==> src/hdl/wr_cmd_pkg.sv <==
// constants, register map and types for the block-write command decoder
package wr_cmd_pkg;
   // operation codes
   localparam logic [7:0]  OP_WRITE_SHORT  = 8'h0a;
   localparam logic [7:0]  OP_WRITE_TEN    = 8'h2a;
   localparam logic [7:0]  OP_WRITE_TWELVE = 8'haa;
   // byte-1 field positions
   localparam int          SEL_LSB         = 5;
   localparam int          HINT_BIT        = 4;
   localparam int          FMW_BIT         = 3;
   localparam int          NVW_BIT         = 1;
   // protection check selector codes
   localparam logic [2:0]  SEL_NONE        = 3'h0;
   localparam logic [2:0]  SEL_ALL         = 3'h1;
   localparam logic [2:0]  SEL_NOGUARD     = 3'h2;
   localparam logic [2:0]  SEL_NOCHECK     = 3'h3;
   localparam logic [2:0]  SEL_GUARD       = 3'h4;
   // protection types
   localparam logic [2:0]  PTYPE_ONE       = 3'h0;
   localparam logic [2:0]  PTYPE_TWO       = 3'h1;
   // generated tag values
   localparam logic [31:0] REF_TAG_FIXED   = 32'h0fffffff;
   localparam logic [15:0] APP_TAG_FIXED   = 16'hffff;
   localparam logic [15:0] CRC_POLY        = 16'h8bb7;
   localparam logic [15:0] CRC_INIT        = 16'h0000;
   // completion status codes
   localparam logic [1:0]  ST_GOOD         = 2'h0;
   localparam logic [1:0]  ST_ILLEGAL      = 2'h1;
   localparam logic [1:0]  ST_ABORTED      = 2'h2;
   // failing field codes
   localparam logic [1:0]  FAIL_NONE       = 2'h0;
   localparam logic [1:0]  FAIL_GUARD      = 2'h1;
   localparam logic [1:0]  FAIL_REF        = 2'h2;
   // register byte offsets
   localparam logic [7:0]  REG_CONFIG      = 8'h00;
   localparam logic [7:0]  REG_STATUS      = 8'h04;
   localparam logic [7:0]  REG_IRQ_STAT    = 8'h08;
   localparam logic [7:0]  REG_IRQ_MASK    = 8'h0c;
   localparam logic [7:0]  REG_ADDR        = 8'h10;
   localparam logic [7:0]  REG_COUNT       = 8'h14;
   // config fields
   localparam int          CFG_PROT_BIT    = 0;
   localparam int          CFG_ATO_BIT     = 1;
   localparam int          CFG_PTYPE_LSB   = 4;
   localparam logic [31:0] CFG_RESET       = 32'h00000000;
   // interrupt bits and width; axi response codes
   localparam int          IRQ_DONE        = 0;
   localparam int          IRQ_ILLEGAL     = 1;
   localparam int          IRQ_ABORT       = 2;
   localparam int          IRQ_W           = 3;
   localparam logic [1:0]  RESP_OKAY       = 2'h0;
   localparam logic [1:0]  RESP_SLVERR     = 2'h2;

   typedef enum logic [1:0] {
      KIND_SHORT,
      KIND_TEN,
      KIND_TWELVE,
      KIND_OTHER
   } cmd_kind_t;
endpackage

==> src/hdl/block_write_command_decoder.sv <==
// decoder for short, ten- and twelve-byte block-write descriptors with protection handling
//
// What this block does
// - opcode 0ah: 21-bit address from byte1[4:0], bytes 2-3; byte 4 count.
// - opcode 2ah: 32-bit address bytes 2-5, 16-bit count bytes 7-8.
// - opcode aah: 32-bit address bytes 2-5, 32-bit count bytes 6-9.
// - zero count still positions, moves no data, completes good.
// - low-priority hint overrides configured cache retention; else configured applies.
// - force-media-write defers good status until data is on media.
// - nonvolatile-cache bit accepted with either value and ignored.
// - short write with protection: guard is a computed crc of block.
// - short write reference tag: low address bytes (type one) or fixed.
// - short write application tag ffffh when tag owner bit set.
// - unprotected medium with nonzero selector is rejected as illegal field.
// - selector zero: device generates protection fields itself when formatted.
// - selector one checks guard and reference tag.
// - selector two checks reference only; three nothing; four guard only.
// - selectors five to seven are reserved, rejected as illegal field.
// - failed check aborts command, code names the failing field.
//
// The address map and the AXI4-Lite interface to the registers were chosen for this implementation.
`timescale 1ns/10ps
`default_nettype none
module block_write_command_decoder (
   input  wire logic        ref_clk_in,
   input  wire logic        reset_in,
   // descriptor bytes, one per strobe, byte 0 first
   input  wire logic        cdb_valid_in,
   input  wire logic [7:0]  cdb_byte_in,
   input  wire logic        cdb_last_in,
   // received block stream: one word of user data per beat
   input  wire logic        blk_valid_in,
   input  wire logic [31:0] blk_data_in,
   input  wire logic        blk_last_in,
   input  wire logic [15:0] blk_guard_in,
   input  wire logic [31:0] blk_ref_in,
   input  wire logic        media_done_in,
   input  wire logic        cache_retain_low_in,
   // axi4-lite slave
   input  wire logic [7:0]  s_axi_awaddr,
   input  wire logic        s_axi_awvalid,
   output logic             s_axi_awready,
   input  wire logic [31:0] s_axi_wdata,
   input  wire logic [3:0]  s_axi_wstrb,
   input  wire logic        s_axi_wvalid,
   output logic             s_axi_wready,
   output logic [1:0]       s_axi_bresp,
   output logic             s_axi_bvalid,
   input  wire logic        s_axi_bready,
   input  wire logic [7:0]  s_axi_araddr,
   input  wire logic        s_axi_arvalid,
   output logic             s_axi_arready,
   output logic [31:0]      s_axi_rdata,
   output logic [1:0]       s_axi_rresp,
   output logic             s_axi_rvalid,
   input  wire logic        s_axi_rready,
   // decoded command and results
   output logic             cmd_start_out,
   output logic [31:0]      start_block_address_out,
   output logic [31:0]      block_count_out,
   output logic             cache_low_priority_out,
   output logic             data_phase_out,
   output logic             gen_valid_out,
   output logic [15:0]      gen_guard_out,
   output logic [31:0]      gen_ref_out,
   output logic [15:0]      gen_app_out,
   output logic             done_out,
   output logic [1:0]       status_out,
   output logic [1:0]       fail_field_out,
   output logic             irq_out
);
   typedef enum logic [2:0] {S_IDLE, S_GATHER, S_EVAL, S_DATA, S_MEDIA, S_DONE} state_t;

   state_t                  state_q;
   logic [7:0]              cdb_q [0:9];
   logic [3:0]              idx_q;
   logic [31:0]             cfg_q;
   logic [wr_cmd_pkg::IRQ_W-1:0] irq_stat_q;
   logic [wr_cmd_pkg::IRQ_W-1:0] irq_mask_q;
   logic [31:0]             remain_q;
   logic [31:0]             ref_q;
   logic [15:0]             crc_q;
   logic                    fmw_q;
   logic [2:0]              sel_q;
   logic                    wr_pend_q;
   logic [7:0]              wr_addr_q;
   logic [31:0]             wr_data_q;
   logic                    aw_have_q;
   logic                    w_have_q;

   // field extraction, msb byte first (lowest byte number most significant)
   wr_cmd_pkg::cmd_kind_t   kind;
   logic [31:0]             dec_addr;
   logic [31:0]             dec_count;
   logic [2:0]              dec_sel;
   logic                    protection_enabled_flag;
   logic [2:0]              ptype;
   logic                    sel_reserved;
   logic                    chk_guard;
   logic                    chk_ref;
   logic [15:0]             crc_next;
   logic [wr_cmd_pkg::IRQ_W-1:0] irq_set;

   assign protection_enabled_flag = cfg_q[wr_cmd_pkg::CFG_PROT_BIT];
   assign ptype   = cfg_q[wr_cmd_pkg::CFG_PTYPE_LSB +: 3];

   always_comb begin
      unique case (cdb_q[0])
         wr_cmd_pkg::OP_WRITE_SHORT:  kind = wr_cmd_pkg::KIND_SHORT;
         wr_cmd_pkg::OP_WRITE_TEN:    kind = wr_cmd_pkg::KIND_TEN;
         wr_cmd_pkg::OP_WRITE_TWELVE: kind = wr_cmd_pkg::KIND_TWELVE;
         default:                     kind = wr_cmd_pkg::KIND_OTHER;
      endcase
   end

   // decode address, count and selector per descriptor form
   always_comb begin
      dec_addr  = {cdb_q[2], cdb_q[3], cdb_q[4], cdb_q[5]};
      dec_count = {cdb_q[6], cdb_q[7], cdb_q[8], cdb_q[9]};
      dec_sel   = cdb_q[1][wr_cmd_pkg::SEL_LSB +: 3];
      unique case (kind)
         wr_cmd_pkg::KIND_SHORT: begin
            dec_addr  = {11'h000, cdb_q[1][4:0], cdb_q[2], cdb_q[3]};
            dec_count = {24'h000000, cdb_q[4]};
            dec_sel   = wr_cmd_pkg::SEL_NONE;
         end
         wr_cmd_pkg::KIND_TEN: begin
            dec_count = {16'h0000, cdb_q[7], cdb_q[8]};
         end
         wr_cmd_pkg::KIND_TWELVE, wr_cmd_pkg::KIND_OTHER: begin
         end
      endcase
   end

   // selector validity and which fields get checked
   always_comb begin
      sel_reserved = dec_sel > wr_cmd_pkg::SEL_GUARD;
      chk_guard    = (sel_q == wr_cmd_pkg::SEL_ALL) ||
                     (sel_q == wr_cmd_pkg::SEL_GUARD);
      chk_ref      = (sel_q == wr_cmd_pkg::SEL_ALL) ||
                     (sel_q == wr_cmd_pkg::SEL_NOGUARD);
   end

   // serial crc over one data word, msb first
   always_comb begin
      crc_next = crc_q;
      for (int i = 31; i >= 0; i--) begin
         if (crc_next[15] ^ blk_data_in[i]) begin
            crc_next = {crc_next[14:0], 1'b0} ^ wr_cmd_pkg::CRC_POLY;
         end else begin
            crc_next = {crc_next[14:0], 1'b0};
         end
      end
   end

   // descriptor byte capture
   always_ff @(posedge ref_clk_in) begin
      if (reset_in) begin
         idx_q <= 4'h0;
         for (int i = 0; i < 10; i++) begin
            cdb_q[i] <= 8'h00;
         end
      end else if (cdb_valid_in && (state_q == S_IDLE || state_q == S_GATHER)) begin
         if (idx_q < 4'ha) begin
            cdb_q[idx_q] <= cdb_byte_in;
         end
         idx_q <= cdb_last_in ? 4'h0 : idx_q + 4'h1;
      end
   end

   // command sequencer
   always_ff @(posedge ref_clk_in) begin
      if (reset_in) begin
         state_q                 <= S_IDLE;
         cmd_start_out           <= 1'b0;
         start_block_address_out <= 32'h00000000;
         block_count_out         <= 32'h00000000;
         cache_low_priority_out  <= 1'b0;
         data_phase_out          <= 1'b0;
         done_out                <= 1'b0;
         status_out              <= wr_cmd_pkg::ST_GOOD;
         fail_field_out          <= wr_cmd_pkg::FAIL_NONE;
         remain_q                <= 32'h00000000;
         fmw_q                   <= 1'b0;
         sel_q                   <= wr_cmd_pkg::SEL_NONE;
      end else begin
         cmd_start_out <= 1'b0;
         done_out      <= 1'b0;
         unique case (state_q)
            S_IDLE, S_GATHER: begin
               if (cdb_valid_in) begin
                  state_q <= cdb_last_in ? S_EVAL : S_GATHER;
               end
            end
            S_EVAL: begin
               start_block_address_out <= dec_addr;
               block_count_out         <= dec_count;
               remain_q                <= dec_count;
               sel_q                   <= dec_sel;
               // nonvolatile-cache bit deliberately not sampled
               fmw_q                   <= (kind != wr_cmd_pkg::KIND_SHORT) &&
                                          cdb_q[1][wr_cmd_pkg::FMW_BIT];
               cache_low_priority_out  <= ((kind != wr_cmd_pkg::KIND_SHORT) &&
                                          cdb_q[1][wr_cmd_pkg::HINT_BIT]) ||
                                          cache_retain_low_in;
               fail_field_out          <= wr_cmd_pkg::FAIL_NONE;
               if (kind == wr_cmd_pkg::KIND_OTHER || sel_reserved ||
                   (!protection_enabled_flag && dec_sel != wr_cmd_pkg::SEL_NONE)) begin
                  status_out <= wr_cmd_pkg::ST_ILLEGAL;
                  state_q    <= S_DONE;
               end else begin
                  status_out    <= wr_cmd_pkg::ST_GOOD;
                  cmd_start_out <= 1'b1;                                  // positioning always
                  // zero count skips the data phase, completes good
                  data_phase_out <= dec_count != 32'h00000000;
                  state_q       <= (dec_count == 32'h00000000) ? S_DONE : S_DATA;
               end
            end
            S_DATA: begin
               if (blk_valid_in && blk_last_in) begin
                  // supplied fields only present for nonzero selectors
                  if (chk_guard && blk_guard_in != crc_next) begin
                     fail_field_out <= wr_cmd_pkg::FAIL_GUARD;
                     status_out     <= wr_cmd_pkg::ST_ABORTED;
                     data_phase_out <= 1'b0;
                     state_q        <= S_DONE;
                  end else if (chk_ref && blk_ref_in != ref_q) begin
                     fail_field_out <= wr_cmd_pkg::FAIL_REF;
                     status_out     <= wr_cmd_pkg::ST_ABORTED;
                     data_phase_out <= 1'b0;
                     state_q        <= S_DONE;
                  end else if (remain_q == 32'h00000001) begin
                     data_phase_out <= 1'b0;
                     state_q        <= fmw_q ? S_MEDIA : S_DONE;
                  end
                  remain_q <= remain_q - 32'h00000001;
               end
            end
            S_MEDIA: begin
               // good status held back until the media commits
               if (media_done_in) begin
                  state_q <= S_DONE;
               end
            end
            S_DONE: begin
               done_out <= 1'b1;
               state_q  <= S_IDLE;
            end
            default: state_q <= S_IDLE;
         endcase
      end
   end

   // per-block protection generation and expected reference tag
   always_ff @(posedge ref_clk_in) begin
      if (reset_in) begin
         crc_q         <= wr_cmd_pkg::CRC_INIT;
         ref_q         <= 32'h00000000;
         gen_valid_out <= 1'b0;
         gen_guard_out <= 16'h0000;
         gen_ref_out   <= 32'h00000000;
         gen_app_out   <= 16'h0000;
      end else begin
         gen_valid_out <= 1'b0;
         if (state_q == S_EVAL) begin
            crc_q <= wr_cmd_pkg::CRC_INIT;
            ref_q <= dec_addr;
         end else if (state_q == S_DATA && blk_valid_in) begin
            crc_q <= blk_last_in ? wr_cmd_pkg::CRC_INIT : crc_next;
            if (blk_last_in) begin
               ref_q <= ref_q + 32'h00000001;
               // device-generated fields when the initiator sends none
               gen_valid_out <= protection_enabled_flag && sel_q == wr_cmd_pkg::SEL_NONE;
               gen_guard_out <= crc_next;
               gen_ref_out   <= (ptype == wr_cmd_pkg::PTYPE_TWO) ?
                                wr_cmd_pkg::REF_TAG_FIXED : ref_q;
               gen_app_out   <= cfg_q[wr_cmd_pkg::CFG_ATO_BIT] ?
                                wr_cmd_pkg::APP_TAG_FIXED : 16'h0000;
            end
         end
      end
   end

   // completion events; set beats a same-cycle clear
   assign irq_set = {done_out && status_out == wr_cmd_pkg::ST_ABORTED,
                     done_out && status_out == wr_cmd_pkg::ST_ILLEGAL,
                     done_out && status_out == wr_cmd_pkg::ST_GOOD};

   // axi write path: address and data taken in either order
   always_ff @(posedge ref_clk_in) begin
      if (reset_in) begin
         s_axi_awready <= 1'b0;
         s_axi_wready  <= 1'b0;
         s_axi_bvalid  <= 1'b0;
         s_axi_bresp   <= wr_cmd_pkg::RESP_OKAY;
         aw_have_q     <= 1'b0;
         w_have_q      <= 1'b0;
         wr_pend_q     <= 1'b0;
         wr_addr_q     <= 8'h00;
         wr_data_q     <= 32'h00000000;
      end else begin
         s_axi_awready <= !aw_have_q && !s_axi_awready && s_axi_awvalid && !s_axi_bvalid;
         s_axi_wready  <= !w_have_q && !s_axi_wready && s_axi_wvalid && !s_axi_bvalid;
         wr_pend_q     <= 1'b0;
         if (s_axi_awvalid && s_axi_awready) begin
            aw_have_q <= 1'b1;
            wr_addr_q <= s_axi_awaddr;
         end
         if (s_axi_wvalid && s_axi_wready) begin
            w_have_q  <= 1'b1;
            wr_data_q <= s_axi_wdata;
         end
         if (aw_have_q && w_have_q && !s_axi_bvalid) begin
            aw_have_q    <= 1'b0;
            w_have_q     <= 1'b0;
            wr_pend_q    <= 1'b1;
            s_axi_bvalid <= 1'b1;
            s_axi_bresp  <= (wr_addr_q == wr_cmd_pkg::REG_CONFIG ||
                             wr_addr_q == wr_cmd_pkg::REG_IRQ_STAT ||
                             wr_addr_q == wr_cmd_pkg::REG_IRQ_MASK) ?
                            wr_cmd_pkg::RESP_OKAY : wr_cmd_pkg::RESP_SLVERR;
         end else if (s_axi_bvalid && s_axi_bready) begin
            s_axi_bvalid <= 1'b0;
         end
      end
   end

   // register writes; strobes ignored, all writable fields sit in the low byte
   always_ff @(posedge ref_clk_in) begin
      if (reset_in) begin
         cfg_q      <= wr_cmd_pkg::CFG_RESET;
         irq_mask_q <= '0;
         irq_stat_q <= '0;
         irq_out    <= 1'b0;
      end else begin
         if (wr_pend_q && wr_addr_q == wr_cmd_pkg::REG_CONFIG) begin
            cfg_q <= wr_data_q;
         end
         if (wr_pend_q && wr_addr_q == wr_cmd_pkg::REG_IRQ_MASK) begin
            irq_mask_q <= wr_data_q[wr_cmd_pkg::IRQ_W-1:0];
         end
         if (wr_pend_q && wr_addr_q == wr_cmd_pkg::REG_IRQ_STAT) begin
            irq_stat_q <= (irq_stat_q & ~wr_data_q[wr_cmd_pkg::IRQ_W-1:0]) | irq_set;
         end else begin
            irq_stat_q <= irq_stat_q | irq_set;
         end
         irq_out <= |(irq_stat_q & irq_mask_q);
      end
   end

   // axi read path, answer one cycle after address is taken
   always_ff @(posedge ref_clk_in) begin
      if (reset_in) begin
         s_axi_arready <= 1'b0;
         s_axi_rvalid  <= 1'b0;
         s_axi_rdata   <= 32'h00000000;
         s_axi_rresp   <= wr_cmd_pkg::RESP_OKAY;
      end else begin
         s_axi_arready <= !s_axi_arready && s_axi_arvalid && !s_axi_rvalid;
         if (s_axi_arvalid && s_axi_arready) begin
            s_axi_rvalid <= 1'b1;
            s_axi_rresp  <= wr_cmd_pkg::RESP_OKAY;
            unique case (s_axi_araddr)
               wr_cmd_pkg::REG_CONFIG:   s_axi_rdata <= cfg_q;
               wr_cmd_pkg::REG_STATUS:   s_axi_rdata <= {24'h000000, 1'b0, 3'(state_q),
                                                         fail_field_out, status_out};
               wr_cmd_pkg::REG_IRQ_STAT: s_axi_rdata <= {29'h00000000, irq_stat_q};
               wr_cmd_pkg::REG_IRQ_MASK: s_axi_rdata <= {29'h00000000, irq_mask_q};
               wr_cmd_pkg::REG_ADDR:     s_axi_rdata <= start_block_address_out;
               wr_cmd_pkg::REG_COUNT:    s_axi_rdata <= block_count_out;
               default: begin
                  s_axi_rdata <= 32'h00000000;
                  s_axi_rresp <= wr_cmd_pkg::RESP_SLVERR;
               end
            endcase
         end else if (s_axi_rvalid && s_axi_rready) begin
            s_axi_rvalid <= 1'b0;
         end
      end
   end
endmodule
`default_nettype wire

==> config.mk <==
export PLATFORM = sky130hd
export DESIGN_NAME = block_write_command_decoder
export DESIGN_NICKNAME = d
export VERILOG_FILES = /design/src/hdl/wr_cmd_pkg.sv /design/src/hdl/block_write_command_decoder.sv
export SDC_FILE = /design/constraint.sdc
export NUM_CORES = 1
export LEC_CHECK = 0
export BUFFER_PORTS_ARGS = -buffer_cell sky130_fd_sc_hd__clkbuf_2
export CORE_ASPECT_RATIO = 1.5
export CORE_UTILIZATION = 50
export DETAILED_ROUTE_END_ITERATION = 8
export PLACE_DENSITY = 0.83
export SLEW_MARGIN = 20
export SYNTH_ARGS = -nofsm -noshare
export SYNTH_HDL_FRONTEND = slang
export SYNTH_SLANG_ARGS = --single-unit
==> constraint.sdc <==
create_clock -name ref_clk_in -period 8 [get_ports ref_clk_in]
set_input_delay 1.6 -clock ref_clk_in [delete_from_list [all_inputs] [get_ports ref_clk_in]]
set_output_delay 1.6 -clock ref_clk_in [all_outputs]
set_load 0.1 [all_outputs]
# Word-level counts from Yosys, hierarchy flattened
# Memory sizes are Yosys's and may differ from the RTL's.
# Index checks and enable logic that the tools add are counted.
# totals
ff_bits	351
latchBits	0
ram_bits	80
mem_bits_ro	0
input_bits	153
out_inout_bits	179
wordCells	311
mem_count	1
# op_classes
add_sub_neg	3
multipliers	0
div_mod_pow	0
magnitude_cmp	2
eq_ne	32
shift	0
mux	90
bitwise_logic	72
reduce_logical	75
# mem_list
memory	words	word_bits	rd	rd_clocked_by_memory_dff	wr	line_no	source
cdb_q	10	8	10	0	10	block_write_command_decoder.sv:75	logic [7:0] cdb_q [0:9];
# op_table
op	count
2-to-1 mux 16 bit	34
NOT 10 bit	32
2-to-1 mux 32 bit	6
one-hot mux 32 bit (6 select lines)	1
one-hot mux 32 bit (2 select lines)	2
equality test 8 x 4 -> 1 bit, second input constant	5
adder 32 x 1 -> 32 bit, second input constant	1
equality test 32 x 1 -> 1 bit, second input constant	1
zero test 32 bit	1
!= test 32 bit	1
nonzero test 32 bit	1
subtractor 32 x 1 -> 32 bit, second input constant	1
XOR 1 bit	32
logical AND 1 bit	30
2-to-1 mux 3 bit	10
2-to-1 mux 1 bit	21
equality test 8 x 5 -> 1 bit, second input constant	2
zero test 8 bit	2
2-to-1 mux 2 bit	8
!= test 16 bit	1
one-hot mux 3 bit (4 select lines)	1
nonzero test 2 bit	6
equality test 3 x 1 -> 1 bit, second input constant	3
equality test 3 x 2 -> 1 bit, second input constant	3
other kinds (34)	69

# Longest topological paths before layout
# Gate-level depths: netlist (run 1).
# logic_depth
word_depth	69
depth_mapped	15
depth_no_buf	15

# Worst setup path before layout (run 1)
# No wires, ideal clock.
# synth_path
path_type	input -> register
startpoint	input port blk_data_in[28]
endpoint	register status_out[0]
setup_ns	0.096
t_arrival_ns	6.240
required_ns	7.904
setup_slack_ns	1.665
cell_stages	14
n_path_buf	0
path_cell_list	xnor2_4 > xnor3_1 > xnor2_2 > xnor3_1 > xnor2_1 > xnor3_2 > xor2_4 > xor3_1 > xor2_1 > nand2_1 > or4_1 > o41ai_2 > nor2_2 > o41ai_2
# synth_via
elab_chain_len	63
word_cells_on_any_way	93
# synth_rtl
item	line_no	source
start, declared	block_write_command_decoder.sv:33	input wire logic [31:0] blk_data_in,
XOR 1 bit *	block_write_command_decoder.sv:148	if (crc_next[15] ^ blk_data_in[i]) begin
2-to-1 mux 16 bit *	block_write_command_decoder.sv:148	
XOR 1 bit	block_write_command_decoder.sv:148	
2-to-1 mux 16 bit *	block_write_command_decoder.sv:148	
XOR 1 bit	block_write_command_decoder.sv:148	
2-to-1 mux 16 bit *	block_write_command_decoder.sv:148	
XOR 1 bit	block_write_command_decoder.sv:148	
2-to-1 mux 16 bit *	block_write_command_decoder.sv:148	
[... 47 more ...]	--	
2-to-1 mux 16 bit *	block_write_command_decoder.sv:148	
XOR 1 bit / NOT 10 bit (equally long branches)	--	
2-to-1 mux 16 bit *	block_write_command_decoder.sv:148	
!= test 16 bit *	block_write_command_decoder.sv:222	if (chk_guard && blk_guard_in != crc_next) begin
logical AND 1 bit *	block_write_command_decoder.sv:222	
2-to-1 mux 2 bit	block_write_command_decoder.sv:222	
2-to-1 mux 2 bit	block_write_command_decoder.sv:220	if (blk_valid_in && blk_last_in) begin
one-hot mux 2 bit (2 select lines)	block_write_command_decoder.sv:189	unique case (state_q)
end signal, assigned	block_write_command_decoder.sv:209	status_out <= wr_cmd_pkg::ST_ILLEGAL;
end signal, assigned	block_write_command_decoder.sv:224	status_out <= wr_cmd_pkg::ST_ABORTED;
end signal, assigned	block_write_command_decoder.sv:229	status_out <= wr_cmd_pkg::ST_ABORTED;
end, declared	block_write_command_decoder.sv:68	output logic [1:0] status_out,
# Every way passes the cells marked *; elsewhere a longest branch is shown, timed or not. The select of a mux whose other input is x is not followed.
# A chain may end at the register's enable or synchronous reset.

# Worst setup path after layout (run 1)
# layout_path
startpoint	input port blk_data_in[28]
endpoint	register state_q[2]
# layout_via
elab_chain_len	63
word_cells_on_any_way	93
# layout_rtl
item	line_no	source
XOR 1 bit *	block_write_command_decoder.sv:148	
2-to-1 mux 16 bit *	block_write_command_decoder.sv:148	
XOR 1 bit	block_write_command_decoder.sv:148	
2-to-1 mux 16 bit *	block_write_command_decoder.sv:148	
XOR 1 bit	block_write_command_decoder.sv:148	
2-to-1 mux 16 bit *	block_write_command_decoder.sv:148	
XOR 1 bit	block_write_command_decoder.sv:148	
2-to-1 mux 16 bit *	block_write_command_decoder.sv:148	
[... 47 more ...]	--	
2-to-1 mux 16 bit *	block_write_command_decoder.sv:148	
XOR 1 bit / NOT 10 bit (equally long branches)	--	
2-to-1 mux 16 bit *	block_write_command_decoder.sv:148	
!= test 16 bit *	block_write_command_decoder.sv:222	
logical AND 1 bit *	block_write_command_decoder.sv:222	
2-to-1 mux 3 bit	block_write_command_decoder.sv:222	
2-to-1 mux 3 bit	block_write_command_decoder.sv:220	
one-hot mux 3 bit (4 select lines)	block_write_command_decoder.sv:189	
end signal, assigned	block_write_command_decoder.sv:192	state_q <= cdb_last_in ? S_EVAL : S_GATHER;
end signal, assigned	block_write_command_decoder.sv:216	state_q <= (dec_count == 32'h00000000) ? S_DONE : S_DATA;
end signal, assigned	block_write_command_decoder.sv:234	state_q <= fmw_q ? S_MEDIA : S_DONE;
end, declared	block_write_command_decoder.sv:74	state_t state_q;
# Marked as above.

==> summary.md, run 1 <==
| Metric | Value |
|---|---|
| Status | `completed` |
| Initial antenna violation count | `1` |
| RSZ-0062 raised after global routing | `no` |
| TritonCTS Buffers | `40` |
| Synthesis-stage register bit count | `414` |
| Fill cell count | `3,470` |
| I/O Buffers | `325` |
| CP Launch Type | `primary input` |
| First-pass GRT wire length | `101.2 mm` |
| Worst Setup End Kind | `flip-flop` |
| Inst Count DP | `2,991` |
| Main synth FF type | `dfxtp_1` |
| Placed Area | `22,480 um^2` |
| Layout area overhead | `15.36%` |
| Register area | `9089 um^2` |
| Slew at the pin closest to its max-slew limit | `1.170 ns` |
| DRC Markers | `0` |
| Cts hold-fix bufs | `0` |
| Vias in the first global route | `17,390` |
| Finished Layout Cells | `3,065` |
| # H-tree levels | `2` |
| Number of iterations in the first detailed-routing pass | `8` |
| Routed Antenna Nets | `0` |
| Placer Congestion | `0.9719` |
| Clock skew | `0.01427 ns` |
| Setup slack, reg-to-reg | `1.87 ns` |
| Vias per cell | `6.030` |
| Portion of netlist area occupied by mux cells | `1.476%` |
| Die extent in x | `168.1 um` |
| Post-synthesis cell count | `2,305` |
| Hold Crit Class | `flip-flop to flip-flop` |
| Warnings from Yosys | `0` |
| Die height | `251.1 um` |
| CTS Sinks | `414` |
| EDFF count, synth | `80` |
| Final period utilization | `85.04%` |
| Area occupied by multi-input gates | `10,910 um^2` |
| Clock Tree Buf Depth | `3` |
| Post-Synth Adder-Cell Area | `0.2419%` |
| Worst EP arrival | `7.20 ns` |
| Nets@finish | `2,685` |
| Via count | `18,480` |
| Post-CTS sizing | `0` |
| DP HPWL | `50.59 mm` |
| Root Buffer | `clkbuf_16` |
| Post-CTS Setup Bufs | `0` |
| Ys async rst share | `0%` |
| Post-Syn Area | `20,690 um^2` |
| Crit Path Class | `primary input to flip-flop` |
| CTS tree | `done` |
| Worst-Skew Late Latency | `0.56 ns` |
| Rows | `90` |
| Fmax | `147.0 MHz` |
| Relative slew slack | `21.82%` |
| Syn Area/Cell | `8.975 um^2` |
| Area of the die | `42,210 um^2` |
| GRT Resource Usage Total | `31.57%` |
| Drt total wl | `68.27 mm` |
| Hold Vio Cnt, Final | `0` |
| Final core utilization | `58.87%` |
| Simple-gate share of the synthesized area | `20.34%` |
| Layout cells sized above 1 | `18.41%` |
| Largest net degree at the start of global routing | `103` |
| CP required | `8.40 ns` |
| Post-route cell area | `23,860 um^2` |
| Wirelength per Cell | `22.27 um` |
| Xor and xnor area share after synthesis | `16.79%` |
| Compound-Gate Fraction of Synth Area | `13.52%` |
| Congestion Overflow GR | `0` |
| CP startpoint | `blk_data_in[28]` |
| Final Slew Violations | `0` |
| Reg2reg start | `crc_q[15]` |
| MaxCap Viol Count | `0` |
| Hold path start | `aw_have_q` |
| Core area | `40,540 um^2` |
| IO Pins | `332` |
| Largest fanout on the critical path | `10` |
| R2R cell count | `15` |
| Starting density of the core | `51.03%` |
| Largest family of logic cells by synthesized area | `simple AND/OR/NAND/NOR gates` |
| Seq/Total Area, Yosys | `43.93%` |
| Drt initial violations | `1,939` |
| Reg-to-Reg End | `state_q[2]` |
| Finish-stage setup viols | `0` |
| Crit path time final | `6.803 ns` |
| Setup_tns | `0 ns` |
| Synth cell types | `65` |
| Clock transition at path regs | `0.06 ns` |
| Setup crit end | `state_q[2]` |
-- registers in the layout (all words and copies together), names as in the netlist, 2 cells and up --
name                     flops
wr_data_q                   32
crc_q                       16
start_block_address_out     32
status_out                   2
ref_q                       32
cfg_q                       32
irq_mask_q                   3
sel_q                        3
cdb_q                       80
state_q                      3
idx_q                        4
remain_q                    32
gen_ref_out                 32
gen_guard_out               16
fail_field_out               2
wr_addr_q                    8
s_axi_rdata                 32
irq_stat_q                   3
block_count_out             32
-- layer usage --
layer	up-vias	global-route usage, %	share of wire (%)
met5	-	0	0.013
met4	2	22.08	7.3
met3	229	5.132	8.5
met2	1043	54.51	49
met1	8735	35.49	35
li1	8472	-	-
-- worst max-delay path: stages --
cell and delay (ns):
clkbuf_2 0.12, xnor2_4 0.31, xnor3_1 0.53, xnor2_2 0.32
xnor3_1 0.46, xnor2_1 0.38, xnor3_2 0.61, xor2_4 0.34
xor3_1 0.54, xor2_1 0.15, nand2_1 0.07, or4_1 0.51
o41ai_2 0.80, nor2_2 0.16, nor2_2 0.19, a31oi_1 0.09
-- cell usage in the layout (no fill, tap or decap), types with 16 or more instances in the layout --
cell type / count
xnor2_1: 116
xor2_1: 73
mux2i_1: 26
o21ai_0: 41
clkbuf_2: 324
nor2_1: 328
nand3_1: 86
edfxtp_1: 80
nand2_1: 288
buf_4: 21
a211oi_1: 60
a22oi_1: 34
a222oi_1: 26
clkbuf_16: 42
a21oi_1: 238
nor4_1: 26
inv_1: 19
dfxtp_1: 334
nor3_1: 100
and3_1: 17
nand2b_1: 16
xnor3_1: 42
-- cell usage after synthesis (3+ instances only) --
cell type	number	area (um^2)
nand3_1	87	435.4
a31oi_1	12	75.07
nor2b_1	9	56.30
a21o_1	3	22.52
nor4b_1	4	35.03
xnor3_1	42	945.9
xnor2_1	116	1016
a222oi_1	26	260.3
clkbuf_1	137	514.2
nor4_1	27	168.9
a32oi_1	3	26.28
xor3_2	3	75.07
nand2b_1	18	112.6
nor2_1	331	1242
a22oi_1	34	255.2
nand4_1	14	87.58
nand2_1	289	1085
buf_4	17	127.6
or3_1	8	50.05
xor3_1	10	237.7
xor2_1	73	639.4
or4_1	5	37.54
xnor2_2	6	97.59
a221oi_1	8	70.07
xnor3_2	6	142.6
mux2_2	4	45.04
mux2i_1	26	260.3
or2_2	3	18.77
ha_1	4	50.05
and2_1	14	87.58
and3_1	17	106.4
dfxtp_1	334	6686
a21oi_1	238	1191
o21ai_0	41	205.2
a311oi_1	3	26.28
buf_1	13	48.80
nor3b_1	14	105.1
inv_1	19	71.32
edfxtp_1	80	2402
xnor2_4	9	247.7
nor3_1	104	520.5
a211oi_1	60	450.4
-- cell families (layout without fill, tap and decap cells) --
| family | after synthesis | count (layout) |
|---|---|---|
| AO/OA/AOI/OAI | 451 | 451 |
| AND/OR/NAND/NOR | 951 | 951 |
| buffers and inverters | 186 | 438 |
| adder cells (fa/ha/maj) | 4 | 4 |
| other | 1 | 3 |
| multiplexers | 30 | 30 |
| flip-flops | 414 | 414 |
| XOR/XNOR | 268 | 268 |
-- worst min path at each step --
| stage | end | slack (ns) | cells after the start |
|---|---|---|---|
| floorplan | s_axi_wready | 0.42 | 1 |
| global placement | s_axi_awready | 0.44 | 1 |
| detailed placement | s_axi_awready | 0.44 | 1 |
| CTS | s_axi_awready | 0.45 | 1 |
| global route | wr_data_q[30] | 0.47 | 2 |
| finish | s_axi_awready | 0.45 | 1 |
-- cell type report --
cell class / instances / area share (%)
inverters: 19 / 0.2989
flip-flops and latches: 414 / 38.09
diodes: 1 / 0.01049
clock buffers: 54 / 4.845
repair buffers: 347 / 7.581
multi-input cells: 1706 / 45.70
clock inverters: 18 / 0.8232
well taps: 506 / 2.653
-- metrics by stage --
| stage | worst slack, ns | hold slack (ns) |
|---|---|---|
| 3_3_place_gp | 0.7841 | 0.4350 |
| 2_1_floorplan | 1.665 | 0.4215 |
| 6_report | 1.197 | 0.4481 |
| 4_1_cts | 1.317 | 0.4509 |
| 5_1_grt | 1.015 | 0.4700 |
| 3_5_place_dp | 0.7570 | 0.4407 |
Power of run 1 is not shown: default switching activity piles up to over one toggle a cycle in this logic, so the estimate is an artifact.
==> run 2: changes to the inputs <==
--- a/config.mk
+++ b/config.mk
@@ -7,9 +7,10 @@
 export LEC_CHECK = 0
 export BUFFER_PORTS_ARGS = -buffer_cell sky130_fd_sc_hd__clkbuf_2
 export CORE_ASPECT_RATIO = 1.5
-export CORE_UTILIZATION = 50
+export CORE_UTILIZATION = 57
 export DETAILED_ROUTE_END_ITERATION = 8
-export PLACE_DENSITY = 0.83
+export GPL_TIMING_DRIVEN = 0
+export PLACE_DENSITY = 0.91
 export SLEW_MARGIN = 20
 export SYNTH_ARGS = -nofsm -noshare
 export SYNTH_HDL_FRONTEND = slang
==> summary.md, run 2 (synthesis gave the netlist of run 1 again) <==
| Metric | Value |
|---|---|
| Fmax | `133.1 MHz (-9.5%)` |
| Vias in the first global route | `19,230 (+11%)` |
| Dpl ws | `0.2024 ns (-0.5546 ns)` |
| First-pass GRT wire length | `115.3 mm (+14%)` |
| Worst-Skew Late Latency | `0.56 ns (about the same)` |
| # H-tree levels | `2 (unchanged)` |
| I/O Buffers | `322 (-0.92%)` |
| Number of iterations in the first detailed-routing pass | `9 (+1)` |
| Hold Vio Cnt, Final | `0 (unchanged)` |
| Initial antenna violation count | `4 (+3)` |
| Area of the die | `37,080 um^2 (-12%)` |
| Violated checks | `DRC` |
| Setup_tns | `0 ns (unchanged)` |
| Finish-stage setup viols | `0 (unchanged)` |
| Die extent in x | `157.6 um (-6.3%)` |
| Clock Tree Buf Depth | `3 (unchanged)` |
| Routed Antenna Nets | `0 (unchanged)` |
| Cts hold-fix bufs | `0 (unchanged)` |
| Die height | `235.3 um (-6.3%)` |
| Wirelength per Cell | `24.98 um (+12%)` |
| Core area | `35,840 um^2 (-12%)` |
| Crit-path leading delay family | `XOR/XNOR gates` |
| Slowest CP cell | `o41ai_2` |
| Rows | `85 (-5.6%)` |
| Final period utilization | `93.91% (+8.9 points)` |
| CTS tree | `done` |
| Clock skew | `0.01517 ns (+0.0009035 ns)` |
| Crit Path Class | `primary input to flip-flop` |
| Post-CTS Setup Bufs | `0 (unchanged)` |
| Slew at the pin closest to its max-slew limit | `1.095 ns (-0.07533 ns)` |
| Congestion Overflow GR | `0 (unchanged)` |
| Status | `complete, but fails checks` |
| Post-CTS sizing | `0 (unchanged)` |
| CP Launch Type | `primary input` |
| CP required | `8.39 ns (about the same)` |
| Largest net degree at the start of global routing | `18 (-83%)` |
| Layout area overhead | `16.93%` |
| RSZ-0062 raised after global routing | `no` |
| Fill cell count | `2,838 (-18%)` |
| Via count | `19,800 (+7.2%)` |
| Relative slew slack | `27.03% (+5.2 points)` |
| Crit path largest cell delay | `0.79 ns (about the same)` |
| TritonCTS Buffers | `38 (-5.0%)` |
| Setup slack, reg-to-reg | `1.27 ns (-0.60 ns)` |
| Most frequent cells in the layout | `dfxtp_1, nor2_1, clkbuf_2` |
| Placer Congestion | `1.071 (+10%)` |
| Largest fanout on the critical path | `10 (unchanged)` |
| Number of flip-flops in the largest register | `80 (unchanged)` |
| Hold path start | `wr_addr_q[4]` |
| Setup ws final | `0.4870 ns (-0.7100 ns)` |
| DP HPWL | `61.25 mm (+21%)` |
| Drt initial violations | `2,308 (+19%)` |
| DRC Markers | `2 (+2)` |
| Worst EP arrival | `7.90 ns (+0.70 ns)` |
| Final Slew Violations | `0 (unchanged)` |
| Clock transition at path regs | `0.07 ns (about the same)` |
| Worst Hold End | `wr_addr_q[4]` |
| Hold Path Depth | `2 (+1)` |
| Vias per cell | `6.236 (+3.4%)` |
| Root Buffer | `clkbuf_16` |
| Reg-to-Reg End | `status_out[1]` |
| Reg2reg start | `crc_q[12]` |
| Crit path time final | `7.513 ns (+0.7100 ns)` |
| Worst Setup End Kind | `flip-flop` |
| Final core utilization | `67.49% (+8.6 points)` |
| Layout cells sized above 1 | `16.35% (-2.1 points)` |
| Hold Crit Class | `flip-flop to flip-flop` |
| CP bufs+invs | `1 (unchanged)` |
| IO Pins | `332 (unchanged)` |
| R2R cell count | `15 (unchanged)` |
| GRT Resource Usage Total | `42.44% (+11 points)` |
| Reg with most FFs | `cdb_q` |
| Drt total wl | `79.35 mm (+16%)` |
| MaxCap Viol Count | `0 (unchanged)` |
| Starting density of the core | `57.72% (+6.7 points)` |
| Leading cell type in the layout, fill and taps excluded | `dfxtp_1` |
| CTS Sinks | `414 (unchanged)` |
| CP cell instances | `clkbuf_2, xnor2_4, xnor3_1, xnor2_2, xnor3_1, xnor2_1, xnor3_2, xor2_4, xor2_1, o2111a_1, o2111ai_1, or4_1, o41ai_2, nor2_2, nor2_2, a21oi_1` |
| Nets@finish | `2,826 (+5.3%)` |
==> run 2: how the worst max path moves through the flow <==
stage                    startpoint            end  slack [ns]  cells after the start
finish              blk_data_in[28]  status_out[1]        0.49                     16
global route        blk_data_in[28]  status_out[1]        0.45                     16
CTS                 blk_data_in[28]  status_out[1]        0.77                     16
detailed placement  blk_data_in[28]  status_out[1]        0.20                     16
global placement    blk_data_in[28]     state_q[2]        0.27                     16
floorplan           blk_data_in[28]  status_out[0]        1.66                     14
==> run 2: metrics by stage <==
step / hold slack, ns / instances / instance area [um^2]
2_1_floorplan: 0.4215 / 2306 / 20690
3_3_place_gp: 0.4400 / 3106 / 22900
3_5_place_dp: 0.4479 / 3106 / 22900
4_1_cts: 0.4573 / 3174 / 24180
5_1_grt: 0.4783 / 3176 / 24190
6_report: 0.4572 / 3176 / 24190
==> run 2: tightest hold or removal path: cells and delay by family, from the launching register on <==
family	cells	cell delay, ns
and+or+nand+nor	1	0.05
DFF	1	0.31
AOI/OAI and AO/OA	1	0.06
==> run 2: routing by layer <==
metal | wire length [um] | part of all wire [%] | track usage (%)
met5 | 35 | 0.044 | 0
met3 | 7998 | 10 | 10.92
met1 | 25580 | 32 | 43.59
met2 | 36290 | 46 | 68.48
met4 | 9450 | 12 | 42.01
==> run 2: area by class of cell <==
cell class / count / area (um^2) / area share, %
antenna: 1 / 2.502 / 0.01035
timing repair buffer: 323 / 1617 / 6.683
clock inverter: 15 / 192.7 / 0.7966
sequential: 414 / 9089 / 37.57
clock buffer: 53 / 1089 / 4.500
tap: 478 / 598.1 / 2.472
buffer: 167 / 690.7 / 2.855
inverter: 19 / 71.32 / 0.2948
multi-input combinational: 1706 / 10840 / 44.81
Power of run 2 is left out for the same reason.
